File: src/core/psapc_pkg.sv
// Purpose: shared constants and types for the strapped amp port
// Assumes: clk_sys at 25 MHz, 16-bit audio words
// Notes: imported by the amp end and the host end
package psapc_pkg;
	// ------------------------------------------------------------
	// clock and timing
	// ------------------------------------------------------------
	localparam int CLK_HZ = 25_000_000; // system clock rate
	localparam int CLK_MHZ = CLK_HZ / 1_000_000; // same in MHz
	localparam int SD_LEAD_NS = 10_000; // sleep lead before shutdown
	localparam logic [7:0] SD_LEAD_CYC =
		8'((SD_LEAD_NS * CLK_MHZ + 999) / 1000); // rounded up
	localparam int LR_STOP_HZ = 8_000; // frame slower than this: stopped
	localparam logic [11:0] LR_STOP_CYC = 12'(CLK_HZ / LR_STOP_HZ);
	localparam logic [7:0] CLK_STOP_CYC = 8'hFF; // mclk/bclk idle limit
	// ------------------------------------------------------------
	// rate classes
	// ------------------------------------------------------------
	// class i spans bounds i..i+1: 12,16,24,32,38,44.1,48 kHz, high
	localparam int FS_BND_HZ [9] = '{10_000, 14_000, 20_000, 28_000,
		35_000, 41_000, 46_000, 50_000, 100_000};
	localparam logic [2:0] FS_HI = 3'h7; // above 48 kHz
	localparam int MCLK_RATIO [5] = '{128, 192, 256, 384, 512};
	localparam int MCLK_TOL = 2; // edges of slack per frame
	localparam int BCLK_RATIO [3] = '{32, 48, 64};
	localparam int BCLK_TOL = 1;
	// least mclk ratio code per rate class
	localparam logic [2:0] MCLK_MIN_CODE [8] = '{3'h4, 3'h2, 3'h1,
		3'h0, 3'h0, 3'h0, 3'h0, 3'h0};
	localparam int WORD_BITS = 16; // bits kept per channel
	localparam int PWM_SH_LO = 4; // switching at 16 x fs
	localparam int PWM_SH_HI = 3; // switching at 8 x fs
	localparam logic [15:0] SC_LIMIT = 16'h6000; // soft clip magnitude
	localparam logic [1:0] GAIN_REG_MODE = 2'h3;
	// ------------------------------------------------------------
	// host register map
	// ------------------------------------------------------------
	localparam logic [7:0] A_CTRL = 8'h00;
	localparam logic [7:0] A_MDIV = 8'h04;
	localparam logic [7:0] A_BDIV = 8'h08;
	localparam logic [7:0] A_BSEL = 8'h0C;
	localparam logic [7:0] A_LEFT = 8'h10;
	localparam logic [7:0] A_RIGHT = 8'h14;
	localparam logic [7:0] A_STAT = 8'h18;
	localparam logic [7:0] A_IST = 8'h1C;
	localparam logic [7:0] A_IMASK = 8'h20;
	localparam int C_SDN = 0; // shutdown released
	localparam int C_SLEEP = 1;
	localparam int C_FREQ = 2;
	localparam int C_PLOAD = 3;
	localparam int C_GAIN = 4; // two bits
	localparam int C_SCLIP = 6;
	localparam int C_RUN = 7; // clocks running
	localparam logic [7:0] STRAP_MASK = 8'h7C;
	localparam logic [7:0] CTRL_RST = 8'h00;
	localparam logic [7:0] MDIV_RST = 8'h02;
	localparam logic [7:0] BDIV_RST = 8'h04;
	localparam logic [1:0] BSEL_RST = 2'h2;
	localparam int IRQ_FRAME = 0; // new frame started
	localparam int IRQ_FFALL = 1; // fault line fell
	localparam int IRQ_FRISE = 2; // fault line rose
	// amp end states
	typedef enum logic [1:0] {ST_SHUT = 2'b00, ST_WAIT = 2'b01,
		ST_PLAY = 2'b10, ST_SLEEP = 2'b11} psapc_state_t;
	// frame period to {bad, class}
	function automatic logic [3:0] fs_class(input logic [11:0] p);
		int pi;
		logic [3:0] r;
		pi = int'(p);
		r = 4'h8;
		for (int i = 1; i < 9; i++) begin
			if (pi > CLK_HZ / FS_BND_HZ[i] &&
				pi <= CLK_HZ / FS_BND_HZ[i-1]) begin
				r = {1'b0, 3'(i - 1)};
			end
		end
		return r;
	endfunction : fs_class
	// mclk edges per frame to {bad, code}
	function automatic logic [3:0] mclk_class(input logic [9:0] c);
		logic [3:0] r;
		r = 4'h8;
		for (int i = 0; i < 5; i++) begin
			if (int'(c) >= MCLK_RATIO[i] - MCLK_TOL &&
				int'(c) <= MCLK_RATIO[i] + MCLK_TOL) begin
				r = {1'b0, 3'(i)};
			end
		end
		return r;
	endfunction : mclk_class
	// bclk edges per frame to {bad, code}
	function automatic logic [2:0] bclk_class(input logic [6:0] c);
		logic [2:0] r;
		r = 3'h4;
		for (int i = 0; i < 3; i++) begin
			if (int'(c) >= BCLK_RATIO[i] - BCLK_TOL &&
				int'(c) <= BCLK_RATIO[i] + BCLK_TOL) begin
				r = {1'b0, 2'(i)};
			end
		end
		return r;
	endfunction : bclk_class
endpackage : psapc_pkg

File: src/core/psapc_if.sv
// Purpose: pins between the host audio processor and the amp
// Assumes: fault line has a board pull-up
// Notes: open-drain fault resolved here
`timescale 1ns/1ps
`default_nettype none
interface psapc_if;
	logic audio_mclk; // master clock
	logic audio_bclk; // bit clock
	logic audio_lrclk; // frame clock, low = left
	logic audio_sdata; // serial audio data
	logic amp_shutdown_n; // low = shutdown
	logic amp_sleep_or_addr_pin; // high = sleep
	logic switch_rate_select_pin; // high = 8 x fs
	logic parallel_load_select_pin; // high = parallel load
	logic soft_clip_level_pin; // high = soft clipper on
	logic [1:0] gain_sel_pin; // 11 = register control
	logic amp_fault_n_o; // pulled-down level
	logic amp_fault_n_oe; // high while amp pulls line
	wire amp_fault_n; // resolved line
	// pull-up unless the amp drives
	assign amp_fault_n = amp_fault_n_oe ? amp_fault_n_o : 1'b1;
	modport amp (input audio_mclk, audio_bclk, audio_lrclk,
		audio_sdata, amp_shutdown_n, amp_sleep_or_addr_pin,
		switch_rate_select_pin, parallel_load_select_pin,
		soft_clip_level_pin, gain_sel_pin,
		output amp_fault_n_o, amp_fault_n_oe);
	modport host (output audio_mclk, audio_bclk, audio_lrclk,
		audio_sdata, amp_shutdown_n, amp_sleep_or_addr_pin,
		switch_rate_select_pin, parallel_load_select_pin,
		soft_clip_level_pin, gain_sel_pin,
		input amp_fault_n);
endinterface : psapc_if
`default_nettype wire

File: src/core/psapc_amp.sv
// Purpose: amp end, pin control of shutdown, sleep and rates
// Assumes: all pin inputs asynchronous to clk_sys
// Notes: no registers; behaviour comes only from pins
//
// The strobed register port and the address map were chosen for this implementation.
`timescale 1ns/1ps
`default_nettype none
module psapc_amp
	import psapc_pkg::*;
(
	// clock and reset
	input wire logic clk_sys,
	input wire logic rst,
	// pins from the host
	psapc_if.amp pins,
	// board side
	input wire logic supply_ok,
	input wire logic hp_mute_req,
	// output stage
	output logic pwm_l,
	output logic pwm_r,
	output logic pwm_en,
	// status
	output logic hp_mute,
	output logic clk_err,
	output logic reg_mode,
	output logic [2:0] fs_code
);
	// ------------------------------------------------------------
	// state
	// ------------------------------------------------------------
	typedef struct packed {
		logic m_s1, m_s2, m_p; // mclk sync and previous
		logic b_s1, b_s2, b_p; // bclk sync and previous
		logic l_s1, l_s2, l_p; // lrclk sync and previous
		logic d_s1, d_s2; // data sync
		logic sd_s1, sd_s2; // shutdown sync
		logic sl_s1, sl_s2; // sleep sync
		logic fr_s1, fr_s2; // rate select sync
		logic pl_s1, pl_s2; // parallel load sync
		logic sc_s1, sc_s2; // soft clip sync
		logic [1:0] g_s1, g_s2; // gain sync
		logic su_s1, su_s2; // supply sync
		logic mq_s1, mq_s2; // mute request sync
		psapc_state_t state;
		logic freq, pload, sclip, regm; // held straps
		logic [11:0] per; // cycles since frame start
		logic [9:0] mcnt; // mclk edges this frame
		logic [6:0] bcnt; // bclk edges this frame
		logic [7:0] m_idle, b_idle; // cycles since last edge
		logic frame_ok; // last frame clocks valid
		logic [2:0] fsc, mcode; // last good classes
		logic lr_bit; // lrclk at last bclk rise
		logic [5:0] bit_idx; // slot within half frame
		logic [15:0] shreg, samp_l, samp_r;
		logic [5:0] pwm_cnt; // position in PWM period
		logic pwm_l, pwm_r, out_en, fault, hp_mute;
	} psapc_amp_t;
	psapc_amp_t s_r, s_nxt;
	logic m_rise, b_rise, l_fall, clk_bad, wrap; // events
	logic [3:0] fsv, mcv; // frame classes
	logic [2:0] bcv;
	logic [6:0] pwm_per, duty_l, duty_r; // in mclk edges
	// ------------------------------------------------------------
	// helpers
	// ------------------------------------------------------------
	// sample to duty in mclk edges, with optional clip
	function automatic logic [6:0] to_duty(input logic [15:0] smp,
		input logic [6:0] per, input logic clip);
		logic [15:0] v;
		logic [22:0] prod;
		v = smp;
		if (clip && !smp[15] && smp > SC_LIMIT) begin
			v = SC_LIMIT;
		end else if (clip && smp[15] && smp < 16'(-SC_LIMIT)) begin
			v = 16'(-SC_LIMIT);
		end
		prod = 23'(v ^ 16'h8000) * 23'(per);
		return prod[22:16];
	endfunction : to_duty
	// ------------------------------------------------------------
	// next state
	// ------------------------------------------------------------
	always_comb begin
		s_nxt = s_r;
		// two-flop synchronisers
		s_nxt.m_s1 = pins.audio_mclk;
		s_nxt.m_s2 = s_r.m_s1;
		s_nxt.m_p = s_r.m_s2;
		s_nxt.b_s1 = pins.audio_bclk;
		s_nxt.b_s2 = s_r.b_s1;
		s_nxt.b_p = s_r.b_s2;
		s_nxt.l_s1 = pins.audio_lrclk;
		s_nxt.l_s2 = s_r.l_s1;
		s_nxt.l_p = s_r.l_s2;
		s_nxt.d_s1 = pins.audio_sdata;
		s_nxt.d_s2 = s_r.d_s1;
		s_nxt.sd_s1 = pins.amp_shutdown_n;
		s_nxt.sd_s2 = s_r.sd_s1;
		s_nxt.sl_s1 = pins.amp_sleep_or_addr_pin;
		s_nxt.sl_s2 = s_r.sl_s1;
		s_nxt.fr_s1 = pins.switch_rate_select_pin;
		s_nxt.fr_s2 = s_r.fr_s1;
		s_nxt.pl_s1 = pins.parallel_load_select_pin;
		s_nxt.pl_s2 = s_r.pl_s1;
		s_nxt.sc_s1 = pins.soft_clip_level_pin;
		s_nxt.sc_s2 = s_r.sc_s1;
		s_nxt.g_s1 = pins.gain_sel_pin;
		s_nxt.g_s2 = s_r.g_s1;
		s_nxt.su_s1 = supply_ok;
		s_nxt.su_s2 = s_r.su_s1;
		s_nxt.mq_s1 = hp_mute_req;
		s_nxt.mq_s2 = s_r.mq_s1;
		// edges
		m_rise = s_r.m_s2 & ~s_r.m_p;
		b_rise = s_r.b_s2 & ~s_r.b_p;
		l_fall = ~s_r.l_s2 & s_r.l_p;
		// frame measurement, new frame at lrclk fall
		fsv = fs_class(s_r.per);
		mcv = mclk_class(s_r.mcnt);
		bcv = bclk_class(s_r.bcnt);
		if (l_fall) begin
			s_nxt.frame_ok = !fsv[3] && !mcv[3] && !bcv[2] &&
				mcv[2:0] >= MCLK_MIN_CODE[fsv[2:0]] &&
				(fsv[2:0] != FS_HI || s_r.regm);
			if (s_nxt.frame_ok) begin
				s_nxt.fsc = fsv[2:0];
				s_nxt.mcode = mcv[2:0];
			end
			s_nxt.per = '0;
			s_nxt.mcnt = '0;
			s_nxt.bcnt = '0;
		end else begin
			// saturating counts within the frame
			if (s_r.per != '1) s_nxt.per = s_r.per + 12'h1;
			if (m_rise && s_r.mcnt != '1) begin
				s_nxt.mcnt = s_r.mcnt + 10'h1;
			end
			if (b_rise && s_r.bcnt != '1) begin
				s_nxt.bcnt = s_r.bcnt + 7'h1;
			end
		end
		// idle watch on the fast clocks
		s_nxt.m_idle = m_rise ? 8'h00 :
			(s_r.m_idle == CLK_STOP_CYC ? s_r.m_idle : s_r.m_idle + 8'h01);
		s_nxt.b_idle = b_rise ? 8'h00 :
			(s_r.b_idle == CLK_STOP_CYC ? s_r.b_idle : s_r.b_idle + 8'h01);
		// a stopped clock or shutdown ends the good run
		if (s_r.per >= LR_STOP_CYC || s_r.m_idle == CLK_STOP_CYC ||
			s_r.b_idle == CLK_STOP_CYC || s_r.state == ST_SHUT) begin
			s_nxt.frame_ok = 1'b0;
		end
		clk_bad = !s_r.frame_ok;
		// I2S receive: MSB one slot after frame edge
		if (b_rise) begin
			s_nxt.lr_bit = s_r.l_s2;
			if (s_r.l_s2 != s_r.lr_bit) begin
				s_nxt.bit_idx = '0;
				if (s_r.lr_bit) begin
					s_nxt.samp_r = s_r.shreg;
				end else begin
					s_nxt.samp_l = s_r.shreg;
				end
			end else if (s_r.bit_idx != '1) begin
				s_nxt.bit_idx = s_r.bit_idx + 6'h1;
			end
			if (s_nxt.bit_idx >= 6'h1 && s_nxt.bit_idx <= 6'(WORD_BITS)) begin
				s_nxt.shreg = {s_r.shreg[14:0], s_r.d_s2};
			end
		end
		// PWM period from mclk ratio and held rate select
		pwm_per = 7'(MCLK_RATIO[s_r.mcode] >>
			(s_r.freq ? PWM_SH_HI : PWM_SH_LO));
		wrap = m_rise && ({1'b0, s_r.pwm_cnt} >= pwm_per - 7'h1);
		if (wrap) begin
			s_nxt.pwm_cnt = '0;
		end else if (m_rise) begin
			s_nxt.pwm_cnt = s_r.pwm_cnt + 6'h1;
		end
		// parallel load plays the right channel on both
		duty_l = to_duty(s_r.pload ? s_r.samp_r : s_r.samp_l,
			pwm_per, s_r.sclip);
		duty_r = to_duty(s_r.samp_r, pwm_per, s_r.sclip);
		// mode sequence
		unique case (s_r.state)
			ST_SHUT: begin
				if (s_r.sd_s2) begin
					// latch straps on release
					s_nxt.freq = s_r.fr_s2;
					s_nxt.pload = s_r.pl_s2;
					s_nxt.sclip = s_r.sc_s2;
					s_nxt.regm = s_r.g_s2 == GAIN_REG_MODE;
					s_nxt.state = ST_WAIT;
				end
			end
			ST_WAIT: begin
				// clocks must prove valid first
				if (!clk_bad) begin
					s_nxt.state = s_r.sl_s2 ? ST_SLEEP : ST_PLAY;
				end
			end
			ST_PLAY: begin
				if (clk_bad) begin
					s_nxt.state = ST_WAIT;
				end else if (s_r.sl_s2 && wrap) begin
					s_nxt.state = ST_SLEEP;
				end
			end
			ST_SLEEP: begin
				if (clk_bad) begin
					s_nxt.state = ST_WAIT;
				end else if (!s_r.sl_s2) begin
					s_nxt.state = ST_PLAY;
				end
			end
		endcase
		// shutdown overrides everything
		if (!s_r.sd_s2) s_nxt.state = ST_SHUT;
		// output stage switches only while playing
		s_nxt.out_en = s_nxt.state == ST_PLAY;
		s_nxt.pwm_l = s_nxt.out_en && ({1'b0, s_r.pwm_cnt} < duty_l);
		s_nxt.pwm_r = s_nxt.out_en && ({1'b0, s_r.pwm_cnt} < duty_r);
		// fault low while waiting for valid clocks
		s_nxt.fault = s_nxt.state == ST_WAIT;
		// headphone mute
		s_nxt.hp_mute = !s_r.su_s2 || s_r.mq_s2 || s_nxt.state == ST_SHUT;
	end
	// ------------------------------------------------------------
	// registers
	// ------------------------------------------------------------
	always_ff @(posedge clk_sys) begin
		if (rst) begin
			s_r <= '0;
			s_r.hp_mute <= 1'b1; // muted from reset
		end else begin
			s_r <= s_nxt;
		end
	end
	// ------------------------------------------------------------
	// outputs
	// ------------------------------------------------------------
	assign pins.amp_fault_n_o = 1'b0; // open drain pulls low only
	assign pins.amp_fault_n_oe = s_r.fault;
	assign pwm_l = s_r.pwm_l;
	assign pwm_r = s_r.pwm_r;
	assign pwm_en = s_r.out_en;
	assign hp_mute = s_r.hp_mute;
	assign clk_err = s_r.fault;
	assign reg_mode = s_r.regm;
	assign fs_code = s_r.fsc;
endmodule : psapc_amp
`default_nettype wire

File: src/flat_wrapper.sv
// flat-port wrapper written by rule: the top's interface ports become plain ports
module psapc_amp_flat import psapc_pkg::*;
  (clk_sys, rst, supply_ok, hp_mute_req, pwm_l, pwm_r, pwm_en, hp_mute, clk_err, reg_mode, fs_code, pins_audio_mclk, pins_audio_bclk, pins_audio_lrclk, pins_audio_sdata, pins_amp_shutdown_n, pins_amp_sleep_or_addr_pin, pins_switch_rate_select_pin, pins_parallel_load_select_pin, pins_soft_clip_level_pin, pins_gain_sel_pin, pins_amp_fault_n_o, pins_amp_fault_n_oe);
  psapc_if pins_i ();
  input wire logic clk_sys;
  input wire logic rst;
  input wire logic supply_ok;
  input wire logic hp_mute_req;
  output logic pwm_l;
  output logic pwm_r;
  output logic pwm_en;
  output logic hp_mute;
  output logic clk_err;
  output logic reg_mode;
  output logic [2:0] fs_code;
  input wire logic [$bits(pins_i.audio_mclk)-1:0] pins_audio_mclk;
  input wire logic [$bits(pins_i.audio_bclk)-1:0] pins_audio_bclk;
  input wire logic [$bits(pins_i.audio_lrclk)-1:0] pins_audio_lrclk;
  input wire logic [$bits(pins_i.audio_sdata)-1:0] pins_audio_sdata;
  input wire logic [$bits(pins_i.amp_shutdown_n)-1:0] pins_amp_shutdown_n;
  input wire logic [$bits(pins_i.amp_sleep_or_addr_pin)-1:0] pins_amp_sleep_or_addr_pin;
  input wire logic [$bits(pins_i.switch_rate_select_pin)-1:0] pins_switch_rate_select_pin;
  input wire logic [$bits(pins_i.parallel_load_select_pin)-1:0] pins_parallel_load_select_pin;
  input wire logic [$bits(pins_i.soft_clip_level_pin)-1:0] pins_soft_clip_level_pin;
  input wire logic [$bits(pins_i.gain_sel_pin)-1:0] pins_gain_sel_pin;
  output wire logic [$bits(pins_i.amp_fault_n_o)-1:0] pins_amp_fault_n_o;
  output wire logic [$bits(pins_i.amp_fault_n_oe)-1:0] pins_amp_fault_n_oe;
  assign pins_i.audio_mclk = pins_audio_mclk;
  assign pins_i.audio_bclk = pins_audio_bclk;
  assign pins_i.audio_lrclk = pins_audio_lrclk;
  assign pins_i.audio_sdata = pins_audio_sdata;
  assign pins_i.amp_shutdown_n = pins_amp_shutdown_n;
  assign pins_i.amp_sleep_or_addr_pin = pins_amp_sleep_or_addr_pin;
  assign pins_i.switch_rate_select_pin = pins_switch_rate_select_pin;
  assign pins_i.parallel_load_select_pin = pins_parallel_load_select_pin;
  assign pins_i.soft_clip_level_pin = pins_soft_clip_level_pin;
  assign pins_i.gain_sel_pin = pins_gain_sel_pin;
  assign pins_amp_fault_n_o = pins_i.amp_fault_n_o;
  assign pins_amp_fault_n_oe = pins_i.amp_fault_n_oe;
  psapc_amp u_core (.clk_sys(clk_sys), .rst(rst), .pins(pins_i), .supply_ok(supply_ok), .hp_mute_req(hp_mute_req), .pwm_l(pwm_l), .pwm_r(pwm_r), .pwm_en(pwm_en), .hp_mute(hp_mute), .clk_err(clk_err), .reg_mode(reg_mode), .fs_code(fs_code));
endmodule
File: config.mk
export PLATFORM = sky130hd
export DESIGN_NAME = psapc_amp_flat
export DESIGN_NICKNAME = d
export VERILOG_FILES = /design/src/core/psapc_pkg.sv /design/src/core/psapc_if.sv /design/src/core/psapc_amp.sv /design/src/flat_wrapper.sv
export SDC_FILE = /design/constraint.sdc
export NUM_CORES = 1
export LEC_CHECK = 0
export BUFFER_PORTS_ARGS = -buffer_cell sky130_fd_sc_hd__clkbuf_2
export CAP_MARGIN = 20
export CORE_MARGIN = 2
export CORE_UTILIZATION = 39
export CTS_BUF_LIST = sky130_fd_sc_hd__clkbuf_4 sky130_fd_sc_hd__clkbuf_8
export CTS_CLUSTER_SIZE = 24
export DETAILED_ROUTE_END_ITERATION = 10
export PLACE_DENSITY_LB_ADDON = 0.12
export SYNTH_ARGS = -nofsm -noshare
export SYNTH_HDL_FRONTEND = slang
export SYNTH_SLANG_ARGS = --single-unit
File: constraint.sdc
create_clock -name clk_sys -period 6.3 [get_ports clk_sys]
set_clock_uncertainty 0.05 [all_clocks]
set_input_delay 0.63 -clock clk_sys [delete_from_list [all_inputs] [get_ports clk_sys]]
set_output_delay 0.63 -clock clk_sys [all_outputs]
set_load 0.005 [all_outputs]
[Yosys cells after proc, flatten, opt, wreduce, memory -nomap -nowiden]
Memory sizes are Yosys's and may differ from the RTL's.
Index checks and enable logic that the tools add are counted.
Word-level totals
  bits of input ports: 15
  ROM bits: 280
  output and inout port bits: 11
  word-level logic and storage cells: 230
  bits in latches: 0
  memory bits (writable): 0
  memories: 2
  flip-flop bits (word level): 153
Cells by class
  div/mod/pow operators: 0
  add/sub/neg operators: 8
  reduce and logical (&&, ||, !) cells: 59
  shifts and indexed selects: 1
  order comparisons: 45
  multipliers: 2
  multiplexer cells: 37
  bitwise gates (word level): 11
  equal/unequal tests: 14
Memories
  (no name shown): depth 8, width 32, read ports 1, clocked after memory_dff 0, wr ports 0, line psapc_amp.sv:172  | pwm_per = 7'(MCLK_RATIO[s_r.mcode] >>
  (no name shown): depth 8, width 3, read ports 1, clocked after memory_dff 0, wr ports 0, line psapc_amp.sv:124  | mcv[2:0] >= MCLK_MIN_CODE[fsv[2:0]] &&
Operators by type and width (number)
  2-to-1 mux 16 bit: 5
  2-to-1 mux 32 bit: 2
  2-to-1 mux 4 bit: 13
  > comparator 12 x 10 -> 1 bit (second input constant): 4
  <= comparator 12 x 10 -> 1 bit (second input constant): 4
  multiplier 16 x 7 -> 23 bit: 2
  logical AND 1 bit: 35
  > comparator 16 x 15 -> 1 bit (second input constant): 2
  less-than comparator 16 bit (second input constant): 2
  right shift 32 x 32 -> 7 bit: 1
  > comparator 12 x 11 -> 1 bit (second input constant): 2
  <= comparator 12 x 11 -> 1 bit (second input constant): 2
  greater-or-equal comparator 10 x 8 -> 1 bit (second input constant): 2
  greater-or-equal comparator 10 x 9 -> 1 bit (second input constant): 2
  <= comparator 10 x 8 -> 1 bit (second input constant): 2
  <= comparator 10 x 9 -> 1 bit (second input constant): 2
  2-to-1 mux 3 bit: 6
  2-to-1 mux 6 bit: 3
  adder 8 x 1 -> 8 bit (second input constant): 2
  == test 8 bit (second input constant): 2
  greater-or-equal comparator 7 x 6 -> 1 bit (second input constant): 2
  <= comparator 7 x 6 -> 1 bit (second input constant): 2
  less-than comparator 6 x 7 -> 1 bit: 2
  adder 12 x 1 -> 12 bit (second input constant): 1
  other kinds (38): 75

[Logic depth before layout (Yosys ltp)]
  depth after elaboration: 18
  depth in mapped cells: 32
  mapped depth without buffers: 30

[Worst setup path before layout]
OpenSTA, ideal clock, no wires.
  path kind: reg2reg
  start point: register u_core.s_r[120] (netlist name)
  end point: register u_core.s_r, in the netlist u_core.pwm_l
  stages on the path, launching flop included: 31
  data required time: 6174 ps
  arrival time: 6383 ps
  library setup time: 76 ps
  path slack: -209 ps
  path buffers: 2
  clock period less this slack: 6509 ps
  cell sequence: dfxtp_1 -> clkbuf_1 -> mux2i_1 -> nor3_1 -> nand2_1 -> a31oi_1 -> o21ai_1 -> clkbuf_1 -> nand2_1 -> nor2_1 -> fa_1 -> fa_1 -> fa_1 -> inv_1 -> fa_1 -> inv_1 -> ha_1 -> o21a_1 -> o21a_1 -> and3_1 -> o31ai_1 -> nor2b_1 -> nor2b_1 -> nor2_1 -> xor2_1 -> ha_1 -> a21o_1 -> a21o_1 -> a21oi_1 -> o21ai_0 -> a21boi_0
Between the ends
  word-level cells in the longest chain between the ends: 9
  elaborated cells on any way between the ends: 14
  those cells by class: mul: 1; order compare: 3; mux: 3; bitwise: 1; reduce/logical: 6
RTL lines
  start: declaration: line psapc_amp.sv:59  | psapc_amp_t s_r, s_nxt;
  start signal: assignment: line psapc_amp.sv:236  | s_r <= s_nxt;
  2-to-1 mux 16 bit *: line psapc_amp.sv:181  | duty_l = to_duty(s_r.pload ? s_r.samp_r : s_r.samp_l,
  less-than comparator 16 bit, or another cell as far along: line psapc_amp.sv:75  | end else if (clip && smp[15] && smp < 16'(-SC_LIMIT)) begin
  logical AND 1 bit (on tied branches): line psapc_amp.sv:75, psapc_amp.sv:73
  2-to-1 mux 16 bit or logical AND 1 bit (tied branches): line psapc_amp.sv:75, psapc_amp.sv:73
  2-to-1 mux 16 bit *: line psapc_amp.sv:73  | if (clip && !smp[15] && smp > SC_LIMIT) begin
  NOT 1 bit (no source line)
  multiplier 16 x 7 -> 23 bit *: line psapc_amp.sv:78  | prod = 23'(v ^ 16'h8000) * 23'(per);
  less-than comparator 6 x 7 -> 1 bit *: line psapc_amp.sv:221  | s_nxt.pwm_l = s_nxt.out_en && ({1'b0, s_r.pwm_cnt} < duty_l);
  logical AND 1 bit *: line psapc_amp.sv:221
Every way passes the cells marked *; elsewhere a longest branch is shown, timed or not.
A chain may end at the register's enable or synchronous reset.

[Worst setup path after layout]
Ends and elaborated chain as after synthesis.

==> metrics.txt <==
aggregate global-route resource usage=0.178; final worst setup slack=-0.0884 ns; Period Utilization, post-route=1.01; Die X=around 190 µm; H-tree Lvls=4; Multi-input gate area=between 9000 and 10000 µm²; TritonCTS clock tree=yes; Pwr Total=0.00201 W; hold_buf cts=0; Pwr per Cell Area=132 nW/µm²; antenna violations before repair=0; Crit path depth=33; Final min period=approximately 6.4 ns; Longest Clk Path Bufs=2; Worst-path clk slew=0.09 ns; CP Capture Type=flop; static leakage=6.93 nW; hold slack=0.325 ns; status=finished with violations; fill count=about 3300; drt wl/cell=14.1 µm; gpl congestion=around 0.8; io pins=26; Max Slew Vio Count=0; Die ar.=around 35000 µm²; top cell family by delay on the critical path=adder cells; final-report hold violation count=0; fin nets=about 1900; CP startpoint kind=flop; Cells after DPL=a little over 2000; EDFF count, synth=0; grt total ovfl=0; Max-Cap Viols=0; commonest non-fill, non-tap cell in the layout=inv_1; worst r2r src=u_core.s_r[120]; post-synthesis cell area=approximately 13000 µm²; Core Footprint=~33000 µm²; Buf+Inv Stages, Crit Path=10; RSZ-0062 raised after global routing=true; Seq/Total Area, Yosys=0.236; DRT antenna net count=0; commonest cells after routing, fill and taps aside=172 x inv_1, 170 x nor2_1, 152 x dfxtp_1; port buffer count=24; Slowest-stage cell, CP=fa_1; Cell Rows=66; r2r setup slk=-0.09 ns; Worst-Margin Slew=around 0.91 ns; DPL Wire Length=between 20000 and 25000 µm; Yosys cell types=between 60 and 70; async set-reset flop share out of synthesis=0; Setup TNS=-0.148 ns; Finished Layout Cells=2104; vias=between 10000 and 15000; fmax=about 160 MHz; failing checks=setup timing; DR iter-0 viols=around 470; FF+latch count, synth=153; Die Height=roughly 190 µm; Skew-Pair Late Insertion Delay=between 0.4 and 0.5 ns; VDD IR max=around 0.26 mV; CTS sink cnt=about 150; reg2reg path depth=33; largest net degree at the start of global routing=between 70 and 80; Mapped Cells=~1500; Vias per Instance=4.83; mean post-synth cell area=8.56 µm²; Final setup viols=2; Setup CP Type=flop to flop; crit-path max FO=12; detailed-route DRC error count=0; CP peak stage delay=~0.53 ns; Initial Utilization=0.397; Detailed Routing Iterations Pass 1=6; terminus of the critical flop-to-flop path=u_core.pwm_l; crit path to=u_core.pwm_l; Antenna diodes=0; Root Driver=clkbuf_8; Synth Flop Type=dfxtp_1; Area growth syn-to-layout=17.3%; warnings from Yosys=0; pre-CTS setup slack=-0.654 ns; WP data arrival=roughly 6.7 ns; Critical path origin=u_core.s_r[120]; CTS buffer count=17; data required time of the critical path=around 6.7 ns; Relative slew margins=0.390; register area=approximately 3000 µm²; vias in the first global route=between 10000 and 15000; Hold Crit Class=input port to flop; first-pass GRT wire length=50600 µm; final wirelength=a little under 30000 µm; layout cells sized above 1=0.170
power breakdown:
part,switching (W),internal [W],leakage [nW]
Sequential,0.0000150,0.000983,1.24
Combinational,0.000140,0.000116,5.49
Clock,0.000431,0.000330,0.197
Total,0.000586,0.00143,6.93
state kept, by name, indices dropped and copies added, names as in the netlist:
name,cells
u_core.pwm_l,1
u_core.pwm_en,1
u_core.s_nxt,16
u_core.fs_code,3
u_core.hp_mute,1
u_core.s_r,128
u_core.reg_mode,1
u_core.pwm_r,1
u_core.clk_err,1
how the worst min path moves through the flow:
stage                           startpoint  depth (start not counted)                end  slack [ns]
after floorplan            u_core.s_r[124]                          1     u_core.hp_mute        0.35
after global placement     u_core.s_r[124]                          1     u_core.hp_mute        0.36
after detailed placement   u_core.s_r[124]                          1     u_core.hp_mute        0.36
after CTS                 pins_audio_lrclk                          2  u_core.s_nxt[145]        0.29
after global routing      pins_audio_lrclk                          2  u_core.s_nxt[145]        0.31
final                     pins_audio_lrclk                          2  u_core.s_nxt[145]        0.33
area by class of cell:
cell class                      count  area share
Multi-Input combinational cell   1175       0.627
Sequential cell                   153       0.201
Timing Repair Buffer              130      0.0679
Inverter                          172      0.0423
Tap cell                          442      0.0363
Clock buffer                       17      0.0153
Clock inverter                     15      0.0104
cells in the mapped netlist, types with 8 or more instances:
cell	count	area share
nor3_1	17	0.0065
nand2_1	156	0.045
mux2_2	18	0.016
a21oi_1	88	0.034
clkbuf_1	58	0.017
mux2i_1	29	0.022
nor2_1	207	0.060
nand3_1	62	0.024
ha_1	111	0.11
xnor2_1	23	0.016
nand4_1	16	0.0077
inv_1	172	0.050
o21ai_0	34	0.013
o21a_1	9	0.0052
dfxtp_1	153	0.24
nand2b_1	16	0.0077
and3_1	15	0.0072
and2_1	8	0.0039
fa_1	136	0.21
a211oi_1	11	0.0064
xor2_1	28	0.019
nor2b_1	42	0.020
routing by layer:
metal | vias to the layer above | part of all wire | GRT usage
met5 | - | 0 | 0
met4 | 0 | 0.0093 | 0.0360
met3 | 19 | 0.023 | 0.0201
met2 | 112 | 0.46 | 0.295
met1 | 4889 | 0.50 | 0.251
li1 | 5138 | - | -
stage by stage:
stage,cell area (µm²),utilization
6_report,15200,0.466
5_1_grt,15200,0.466
4_1_cts,15100,0.460
3_5_place_dp,14400,0.440
3_3_place_gp,14400,0.440
2_1_floorplan,13200,-
repair_timing:
item	CTS	global route
gates cloned	1	0
setup buffers	4	0
pin swaps	23	25
gates resized for setup	54	55
endpoints found under the setup margin	2	2
logic make-up after synthesis:
logic type	synth area share
mux	0.0379
fa+ha+maj	0.317
compound gates	0.0948
buf+inv	0.0755
xor+xnor	0.0344
simple gates	0.204
other cells	0.000578
flops	0.236
No activity file was read; power rests on OpenSTA's default activity.
